==> src/rtl/hps_pkg.sv <==
package hps_pkg;

  localparam int HPS_BUS_W = 8;
  localparam int HPS_ENTRY_W = HPS_BUS_W + 1;

  // Strap codes as {bit2, bit1, bit0}
  localparam logic [2:0] HPS_STRAP_6800 = 3'h4;
  localparam logic [2:0] HPS_STRAP_8080 = 3'h6;
  localparam logic [2:0] HPS_STRAP_SPI4 = 3'h0;
  localparam logic [2:0] HPS_STRAP_SPI3 = 3'h1;
  localparam logic [2:0] HPS_STRAP_I2C = 3'h2;

  localparam logic [HPS_BUS_W-1:0] HPS_OE_OFF = 8'hFF;
  localparam logic [HPS_BUS_W-1:0] HPS_OE_ON = 8'h00;
  localparam logic [HPS_BUS_W-1:0] HPS_PIPE_RST = 8'h00;

  typedef enum logic [2:0] {
    HPS_MODE_NONE,
    HPS_MODE_6800,
    HPS_MODE_8080,
    HPS_MODE_SPI4,
    HPS_MODE_SPI3,
    HPS_MODE_I2C
  } hps_mode_type;

  function automatic hps_mode_type hps_decode(input logic [2:0] strap);
    case (strap)
      HPS_STRAP_6800: hps_decode = HPS_MODE_6800;
      HPS_STRAP_8080: hps_decode = HPS_MODE_8080;
      HPS_STRAP_SPI4: hps_decode = HPS_MODE_SPI4;
      HPS_STRAP_SPI3: hps_decode = HPS_MODE_SPI3;
      HPS_STRAP_I2C: hps_decode = HPS_MODE_I2C;
      default: hps_decode = HPS_MODE_NONE;
    endcase
  endfunction

  function automatic logic hps_is_serial(input hps_mode_type m);
    hps_is_serial = (m == HPS_MODE_SPI4) || (m == HPS_MODE_SPI3) || (m == HPS_MODE_I2C);
  endfunction

endpackage

==> src/rtl/hps_stream_if.sv <==
`timescale 1ns/1ps
interface hps_stream_if #(parameter int W = 9);
  logic valid;
  logic ready;
  logic [W-1:0] data;
  modport src (output valid, output data, input ready);
  modport snk (input valid, input data, output ready);
endinterface

==> src/rtl/hps_buf2.sv <==
`timescale 1ns/1ps
module hps_buf2 #(
  parameter int W = 9
) (
  // Clock and reset
  input wire logic clk,
  input wire logic rst_n,
  // Fill and drain sides
  hps_stream_if.snk in_s,
  hps_stream_if.src out_s
);
  // Head always sits in slot 0 so the drain side sees flops directly
  typedef struct packed {
    logic [1:0][W-1:0] mem;
    logic [1:0] occ;
  } hps_buf_state_type;

  hps_buf_state_type s_q;
  hps_buf_state_type s_d;
  logic push;
  logic pop;

  assign in_s.ready = ~s_q.occ[1];
  assign out_s.valid = s_q.occ[0];
  assign out_s.data = s_q.mem[0];
  assign push = in_s.valid & ~s_q.occ[1];
  assign pop = out_s.valid & out_s.ready;

  always_comb begin
    s_d = s_q;
    if (pop) begin
      s_d.mem[0] = s_q.mem[1];
      s_d.occ = {1'b0, s_q.occ[1]};
    end
    if (push) begin
      if (s_d.occ[0]) begin
        s_d.mem[1] = in_s.data;
        s_d.occ[1] = 1'b1;
      end else begin
        s_d.mem[0] = in_s.data;
        s_d.occ[0] = 1'b1;
      end
    end
  end

  always_ff @(posedge clk) begin
    if (!rst_n) begin
      s_q <= '0;
    end else begin
      s_q <= s_d;
    end
  end
endmodule

==> src/rtl/hps_host_port.sv <==
`timescale 1ns/1ps
module hps_host_port
  import hps_pkg::*;
(
  // Clock and reset
  input wire logic clk,
  input wire logic rst_n,
  // Interface straps and 6800 form select (1: latch on chip select rise)
  input wire logic iface_strap_bit0,
  input wire logic iface_strap_bit1,
  input wire logic iface_strap_bit2,
  input wire logic form_cs_latch,
  // 6800 control pins
  input wire logic cs_n,
  input wire logic e_strobe,
  input wire logic rw_select,
  input wire logic cmd_data_select,
  // Data pads
  input wire logic [HPS_BUS_W-1:0] data_in,
  output logic [HPS_BUS_W-1:0] data_out,
  output logic [HPS_BUS_W-1:0] data_oe_n,
  // Serial pads handed to the serial engines
  output logic ser_clk,
  output logic ser_data,
  output hps_mode_type iface_mode,
  // Write stream toward the controller
  output logic wr_valid,
  input wire logic wr_ready,
  output logic [HPS_BUS_W-1:0] wr_byte,
  output logic wr_is_data,
  output logic wr_overrun,
  // Read requests and answers
  output logic rd_req,
  output logic rd_is_data,
  input wire logic [HPS_BUS_W-1:0] status_in,
  input wire logic rd_resp_valid,
  input wire logic [HPS_BUS_W-1:0] rd_resp_byte
);
  typedef struct packed {
    hps_mode_type mode;
    logic e_prev;
    logic cs_prev;
    logic [HPS_BUS_W-1:0] dout;
    logic [HPS_BUS_W-1:0] oe_n;
    logic [HPS_BUS_W-1:0] pipe;
    logic ser_clk;
    logic ser_data;
    logic rd_req;
    logic rd_is_data;
    logic push_valid;
    logic [HPS_ENTRY_W-1:0] push_data;
    logic overrun;
  } hps_state_type;

  hps_state_type s_q;
  hps_state_type s_d;
  logic is6800;
  logic strobe;
  logic read_on;

  hps_stream_if #(.W(HPS_ENTRY_W)) in_s ();
  hps_stream_if #(.W(HPS_ENTRY_W)) out_s ();

  // Host cannot be stalled, so a refused push is only flagged
  hps_buf2 #(.W(HPS_ENTRY_W)) u_buf (
    .clk(clk),
    .rst_n(rst_n),
    .in_s(in_s),
    .out_s(out_s)
  );

  assign in_s.valid = s_q.push_valid;
  assign in_s.data = s_q.push_data;
  assign out_s.ready = wr_ready;

  assign is6800 = (s_q.mode == HPS_MODE_6800);
  // Both forms need the same levels while data is driven
  assign read_on = is6800 && !cs_n && e_strobe && rw_select;
  always_comb begin
    strobe = 1'b0;
    if (is6800) begin
      // The form select must stay put while the bus is busy, or stale edge history can fire
      if (form_cs_latch) begin
        strobe = !s_q.cs_prev && cs_n && e_strobe;
      end else begin
        strobe = s_q.e_prev && !e_strobe && !cs_n;
      end
    end
  end

  always_comb begin
    s_d = s_q;
    s_d.rd_req = 1'b0;
    s_d.push_valid = 1'b0;
    // Straps are sampled every cycle; a strap change during an access may lose it
    s_d.mode = hps_decode({iface_strap_bit2, iface_strap_bit1, iface_strap_bit0});
    s_d.e_prev = e_strobe;
    s_d.cs_prev = cs_n;
    if (strobe) begin
      if (rw_select) begin
        s_d.rd_req = 1'b1;
        s_d.rd_is_data = cmd_data_select;
      end else begin
        s_d.push_valid = 1'b1;
        s_d.push_data = {cmd_data_select, data_in};
      end
    end
    // Display reads return the byte fetched by the previous read
    if (rd_resp_valid) begin
      s_d.pipe = rd_resp_byte;
    end
    s_d.oe_n = read_on ? HPS_OE_ON : HPS_OE_OFF;
    s_d.dout = cmd_data_select ? s_q.pipe : status_in;
    s_d.ser_clk = hps_is_serial(s_q.mode) && data_in[0];
    s_d.ser_data = hps_is_serial(s_q.mode) && data_in[1];
    // Sticky until reset so the user can tell that the stream lost a word
    if (s_q.push_valid && !in_s.ready) begin
      s_d.overrun = 1'b1;
    end
  end

  always_ff @(posedge clk) begin
    if (!rst_n) begin
      s_q <= '0;
      s_q.mode <= HPS_MODE_NONE;
      // Idle levels, so a strobe already present is not taken as an edge
      s_q.e_prev <= 1'b0;
      s_q.cs_prev <= 1'b1;
      s_q.oe_n <= HPS_OE_OFF;
      s_q.pipe <= HPS_PIPE_RST;
    end else begin
      s_q <= s_d;
    end
  end

  assign data_out = s_q.dout;
  assign data_oe_n = s_q.oe_n;
  assign ser_clk = s_q.ser_clk;
  assign ser_data = s_q.ser_data;
  assign iface_mode = s_q.mode;
  assign rd_req = s_q.rd_req;
  assign rd_is_data = s_q.rd_is_data;
  assign wr_valid = out_s.valid;
  assign wr_byte = out_s.data[HPS_BUS_W-1:0];
  assign wr_is_data = out_s.data[HPS_BUS_W];
  assign wr_overrun = s_q.overrun;
endmodule

==> config.mk <==
export PLATFORM = sky130hd
export DESIGN_NAME = hps_host_port
export DESIGN_NICKNAME = d
export VERILOG_FILES = /design/src/rtl/hps_pkg.sv /design/src/rtl/hps_stream_if.sv /design/src/rtl/hps_buf2.sv /design/src/rtl/hps_host_port.sv
export SDC_FILE = /design/constraint.sdc
export NUM_CORES = 1
export LEC_CHECK = 0
export BUFFER_PORTS_ARGS = -buffer_cell sky130_fd_sc_hd__buf_4
export CORE_ASPECT_RATIO = 2
export CORE_MARGIN = 5
export CORE_UTILIZATION = 50
export DETAILED_ROUTE_END_ITERATION = 16
export GPL_TIMING_DRIVEN = 0
export PLACE_DENSITY_LB_ADDON = 0.25
export SLEW_MARGIN = 5
export SYNTH_ARGS = -nofsm -noshare
export SYNTH_HDL_FRONTEND = slang
export SYNTH_SLANG_ARGS = --single-unit
==> constraint.sdc <==
create_clock -name clk -period 1.4 [get_ports clk]
set_input_delay 0.21 -clock clk [delete_from_list [all_inputs] [get_ports clk]]
set_output_delay 0.21 -clock clk [all_outputs]
set_load 0.005 [all_outputs]
==> results of run 1 <==
==> cells in the final DEF, fill, tap and decap left out, types with 2 or more instances in the layout <==
| cell | instances |
|---|---|
| nor2_1 | 21 |
| o211ai_1 | 2 |
| clkinv_2 | 2 |
| nor2b_1 | 3 |
| clkbuf_1 | 8 |
| mux2i_1 | 26 |
| nor3_1 | 12 |
| buf_2 | 4 |
| a21oi_1 | 13 |
| dfxtp_1 | 57 |
| nand2_1 | 47 |
| bufinv_16 | 2 |
| clkbuf_8 | 11 |
| nand3_1 | 9 |
| o21ai_1 | 3 |
| nand2b_1 | 3 |
| a311oi_2 | 8 |
| buf_6 | 3 |
| inv_1 | 4 |
| buf_4 | 95 |
==> report_power, final <==
group,switching [W],total [W],internal (W)
Clock,0.000631,0.00172,0.00109
Combinational,0.000125,0.000287,0.000162
Sequential,0.0000172,0.00168,0.00166
==> final timing paths <==
| path | end | slack, ns | depth (start not counted) |
|---|---|---|---|
| max | u_buf.out_s.data[4]$_SDFF_PN0_ | 0.13 | 5 |
| min | iface_mode[2]$_SDFF_PN0_ | 0.06 | 2 |
| max reg2reg | u_buf.out_s.data[4]$_SDFF_PN0_ | 0.13 | 5 |
| min reg2reg | u_buf.s_q[17]$_SDFFE_PN0P_ | 0.46 | 2 |
==> cell type report <==
class / instances / area share, %
Multi-Input combinational cell: 159 / 31.0
Clock inverter: 5 / 2.37
Timing Repair Buffer: 66 / 15.2
Tap cell: 57 / 2.18
Inverter: 5 / 0.574
Clock buffer: 11 / 4.63
Sequential cell: 57 / 34.9
Buffer: 44 / 9.22
==> worst reg2reg max path: cells and delay by family (launching register included) <==
family,cells,cell delay [ns]
compound gates,1,0.20
simple gates,2,0.36
buf+inv,2,0.28
flops,1,0.34
==> layer usage <==
metal	share of wire, %	vias up	routed length (µm)	GRT usage [%]
met5	0	-	0	0
met3	5.6	7	300	5.88
li1	-	1016	-	-
met2	58	41	3120	33.2
met1	35	897	1870	17.3
met4	1.7	0	91	9.98
==> sequential cells by signal (all words and copies together), names as in the netlist, 3 cells and up <==
name / cells
u_buf.s_q: 10
s_q: 10
in_s.data: 9
data_out: 8
iface_mode: 3
u_buf.out_s.data: 9
==> metrics by stage <==
stage / power [W] / cells / cell area, µm² / worst slack, ns
5_1_grt: 0.00383 / 404 / 3270 / 0.0255
6_report: 0.00369 / 404 / 3270 / 0.128
4_1_cts: 0.00373 / 404 / 3270 / 0.105
2_1_floorplan: 0.00186 / 265 / 2470 / 0.185
3_5_place_dp: 0.00200 / 388 / 3040 / 0.117
3_3_place_gp: 0.00200 / 388 / 3040 / 0.148
==> logic make-up after synthesis <==
logic type / synth area share, %
simple gates: 19.9
flops: 46.1
buf+inv: 12.9
compound gates: 9.76
mux: 10.5
xor+xnor: 0.708
==> impl_metrics.yaml, run 1 <==
logic_synthesis:
  yosysTopAreaCellShare_pct: 46.1
  seq_area_frac_synth_pct: 46.1
  synth_fp_nets: 301
  synth-main-ff-cell: "dfxtp_1"
  async_reset_ff_share_pct: 0
  netlist_top_cells_count: "dfxtp_1, nand2_1, buf_4"
  postSynthAreaPerCell_um2: 9.33
  synth.area.top_cells: "dfxtp_1, mux2i_1, buf_4"
  synth_edf_count: 0
  netlist_area_um2: 2470
  synth_top_cell_by_area: "dfxtp_1"
  ys_ff_latch: 57
  netlist_instances: 265
  synth_warnings: 0
  yosysMostFrequentCell: "dfxtp_1"
  synth.distinct_cells: 30
floorplanning:
  dieArea_um2: 6540
  die_w_um: 59.7
  row_count: 36
  io_pins: 70
  start_util_pct: 51.3
  fp.dieH_um: 109
  core_um2: 4820
route:
  drt_iter0_drc: 63
  drc: 0
  vias_per_cell: 4.85
  totalWireLength_um: 5380
  drtAntennaViolNets: 0
  dr.pass1.iters: 4
  wire_per_inst_um: 13.3
  route.vias.total: 1961
timing:
  hold_viol: 0
  max-slew-margin-rel_pct: 58.5
  worstMarginPinSlew_ns: 0.622
  fin_crit_ns: 1.27
  setup_tns_ns: 0
  max_freq_ghz: 0.786
  finClkSkew_ns: 0.00546
  hold_ws_ns: 0.0624
  finalCritPeriodShare_pct: 90.9
  report.final.slew_viol_count: 0
  final-setup-viol-count: 0
  grt_setup_unrepaired: "no"
final_layout:
  nets: 378
  diodes: 0
  num-fill-cells: 381
  drive_gt1_share_pct: 37.5
  utilization_pct: 67.8
  regArea_um2: 1140
  multi_input_area_um2: 1010
  area_growth_pct: 32.2
clock_network:
  cts-root-buf: "clkbuf_8"
  clk_path_buf_depth: 2
  tritoncts: "built"
  htree_levels: 3
  path_clk_slew_ns: 0.07
  ctsResizeCount: 0
  clkSinkCount: 57
  cts_buffers: 9
  post_cts_buffers: 0
  clk_latency_ns: 0.33
  cts_hold_buf: 0
setup_path:
  path_cells: "nor2b_1, buf_6, or2_1, buf_6, a311oi_2"
  crit_required_ns: 1.65
  cp_max_fo: 10
  rr_startpoint: "u_buf.out_s.valid$_SDFF_PN0_"
  crit_path_start_kind: "flip-flop"
  arrival_ns: 1.52
  path_buf_inv: 2
  crit_start: "u_buf.out_s.valid$_SDFF_PN0_"
  path_common_cell: "buf_6"
  crit_family: "simple AND/OR/NAND/NOR gates"
  end_kind: "flip-flop"
  cpMaxStageDelayCell: "dfxtp_1"
  worstSetupPathType: "flip-flop to flip-flop"
  cpPeakStageDelay_ns: 0.34
place:
  dp_hpwl_um: 4190
  routabilityCongestion: 0.733
  numPortBuffers: 66
global_routing:
  grt_util_all_layers_pct: 18.3
  globalRouteOverflowTotal: 0
  grt_pass1_vias: 2002
  antenna_found_initial: 0
  grt_max_degree: 11
  grt_pass1_wl_um: 8930
power_and_ir_drop:
  vdd_ir_drop_max_mv: 0.940
  p_leak_nw: 1.49
  power_density_nw_per_um2: 1130
worst_hold_path:
  hp-start: "iface_strap_bit2"
  hold_path.class: "input port to flip-flop"
flow_run:
  max_cap_viol_count: 0
outcome:
  status: "completed"
Note: power is estimated with default switching activity, not from simulation.
==> run 2, diff against run 1 <==
Settings changed: CORE_UTILIZATION 50 to 51.
==> run 2 against run 1 <==
Against the previous run:
- clock power shrank 26%
- largest cell class unchanged
- clock-buffer cell count grew 3
- setup slack lost 0.023 ns
- sequential share of layout area grew 0.69 points
- routed wire length grew 2.0%
- global-route usage grew 0.63 points
- combinational power is essentially flat
- cell count shrank 0.50%
- critical path depth is the same
- critical path type unchanged
- total power shrank 12%
- final area shrank 2.0%
==> impl_metrics.yaml, run 2 (synthesis gave the netlist of run 1 again) <==
outcome:
  status: "completed"
power_and_ir_drop:
  pwr-share-seq_pct: 51.7
  vdd_ir_drop_max_mv: 0.793
  p_int_w: 0.00254
  p_clk_share_pct: 39.6
  power_density_nw_per_um2: 1010
  switching_share_pct: 21.6
  p_sw_w: 0.000702
  p_leak_nw: 1.45
  comb_power_share_pct: 8.7
setup_path:
  crit_required_ns: 1.63
  cp_max_fo: 10
  worstSetupPathType: "flip-flop to flip-flop"
  end_kind: "flip-flop"
  crit_path_start_kind: "flip-flop"
  arrival_ns: 1.53
place:
  numPortBuffers: 66
  place_ws_ns: 0.122
  dp_cells: 388
  dp_hpwl_um: 4120
  routabilityCongestion: 0.792
clock_network:
  clkSinkCount: 57
  tritoncts: "built"
  cts_buffers: 9
  path_clk_slew_ns: 0.06
  cts_hold_buf: 0
  clk_path_buf_depth: 2
  htree_levels: 3
  clk_latency_ns: 0.33
  cts-root-buf: "clkbuf_8"
route:
  vias_per_cell: 5.03
  wire_per_inst_um: 13.7
  drt_iter0_drc: 43
  dr.pass1.iters: 5
  drtAntennaViolNets: 0
  drc: 0
  route.vias.total: 2024
  totalWireLength_um: 5490
timing:
  finClkSkew_ns: 0.00274
  max-slew-margin-rel_pct: 54.0
  report.final.slew_viol_count: 0
  hold_ws_ns: 0.0658
  setup_slack_ns: 0.105
  final-setup-viol-count: 0
  worstMarginPinSlew_ns: 0.691
  setup_tns_ns: 0
  finalCritPeriodShare_pct: 92.5
  max_freq_ghz: 0.772
  fin_crit_ns: 1.30
  hold_viol: 0
  grt_setup_unrepaired: "no"
global_routing:
  antenna_found_initial: 0
  grt_pass1_wl_um: 9190
  grtUsageMet2_pct: 30.4
  grt_max_degree: 11
  met1_usage_pct: 21.8
  grt_util_all_layers_pct: 18.9
  grt_use_met3_pct: 4.90
  grt.busiest_layer: "met2"
  grt_pass1_vias: 2022
  globalRouteOverflowTotal: 0
worst_hold_path:
  hold_path.class: "input port to flip-flop"
floorplanning:
  core_um2: 4770
  die_w_um: 59.2
  row_count: 36
  fp.dieH_um: 108
  start_util_pct: 51.8
  io_pins: 70
  dieArea_um2: 6430
final_layout:
  nets: 378
  area_growth_pct: 29.6
  diodes: 0
  layout.cells.non_filler: 402
  final_common_cell: "buf_4"
  largestRegisters: "s_q (10), u_buf.s_q (10)"
  final_cell_mix: "buf_4, dfxtp_1, nand2_1"
  drive_gt1_share_pct: 36.2
flow_run:
  max_cap_viol_count: 0
run 2: changes by cell type in the layout (fill, tap and decap cells not counted), sizes merged:
cell | before | now
clkinv | 2 | 0
clkbuf | 19 | 23
bufinv | 2 | 0
buf | 102 | 101
clkinvlp | 1 | 0
run 2: final timing paths:
path / cells past startpoint / slack (ns) / endpoint / from
hold / removal: 2 / 0.07 / iface_mode[2]$_SDFF_PN0_ / iface_strap_bit2
setup reg to reg: 5 / 0.10 / u_buf.out_s.data[3]$_SDFF_PN0_ / u_buf.out_s.valid$_SDFF_PN0_
setup / recovery: 5 / 0.10 / u_buf.out_s.data[3]$_SDFF_PN0_ / u_buf.out_s.valid$_SDFF_PN0_
hold reg to reg: 2 / 0.46 / u_buf.s_q[18]$_SDFFE_PN0P_ / u_buf.s_q[18]$_SDFFE_PN0P_
run 2: stage by stage:
| stage | area, µm² | utilization (%) | power (W) |
|---|---|---|---|
| 2_1_floorplan | 2470 | - | 0.00186 |
| 3_3_place_gp | 3040 | 63.7 | 0.00199 |
| 3_5_place_dp | 3040 | 63.7 | 0.00200 |
| 4_1_cts | 3200 | 67.1 | 0.00329 |
| 5_1_grt | 3210 | 67.1 | 0.00339 |
| 6_report | 3210 | 67.1 | 0.00325 |
run 2: power by group through the flow:
| stage | Combinational (W) | Sequential, W | Clock, W |
|---|---|---|---|
| 3_3_place_gp | 0.000281 | 0.00171 | 0 |
| 4_1_cts | 0.000288 | 0.00168 | 0.00132 |
| 3_5_place_dp | 0.000287 | 0.00171 | 0 |
| 2_1_floorplan | 0.000146 | 0.00171 | 0 |
| 5_1_grt | 0.000314 | 0.00168 | 0.00140 |
| 6_report | 0.000284 | 0.00168 | 0.00128 |
run 2: worst max-delay path, cell delays in order (launching register included):
cell	delay, ns
dfxtp_1	0.34
nor2b_1	0.15
buf_6	0.14
or2_1	0.21
buf_6	0.16
a311oi_2	0.21
run 2: final cells by class:
class	count	area, µm²
plain buffers	44	304
clock buffers	14	163
fillers	437	1570
inverters	5	18.8
multi-input cells	159	1010
flip-flops and latches	57	1140
well taps	57	71.3
repair buffers	66	495
run 2: what timing repair did:
item                       in CTS  in global routing
hold endpoints to repair        0                  0
resized for setup               0                  1
buffers inserted                0                  0
setup endpoints to repair       0                  1
run 2: routing by layer:
metal  share of wire [%]  up-vias  wire [µm]
met5                   0        -          0
met2                  54       56       2970
li1                    -     1020          -
met3                 4.8       15        261
met1                  38      933       2090
met4                 3.0        0        167
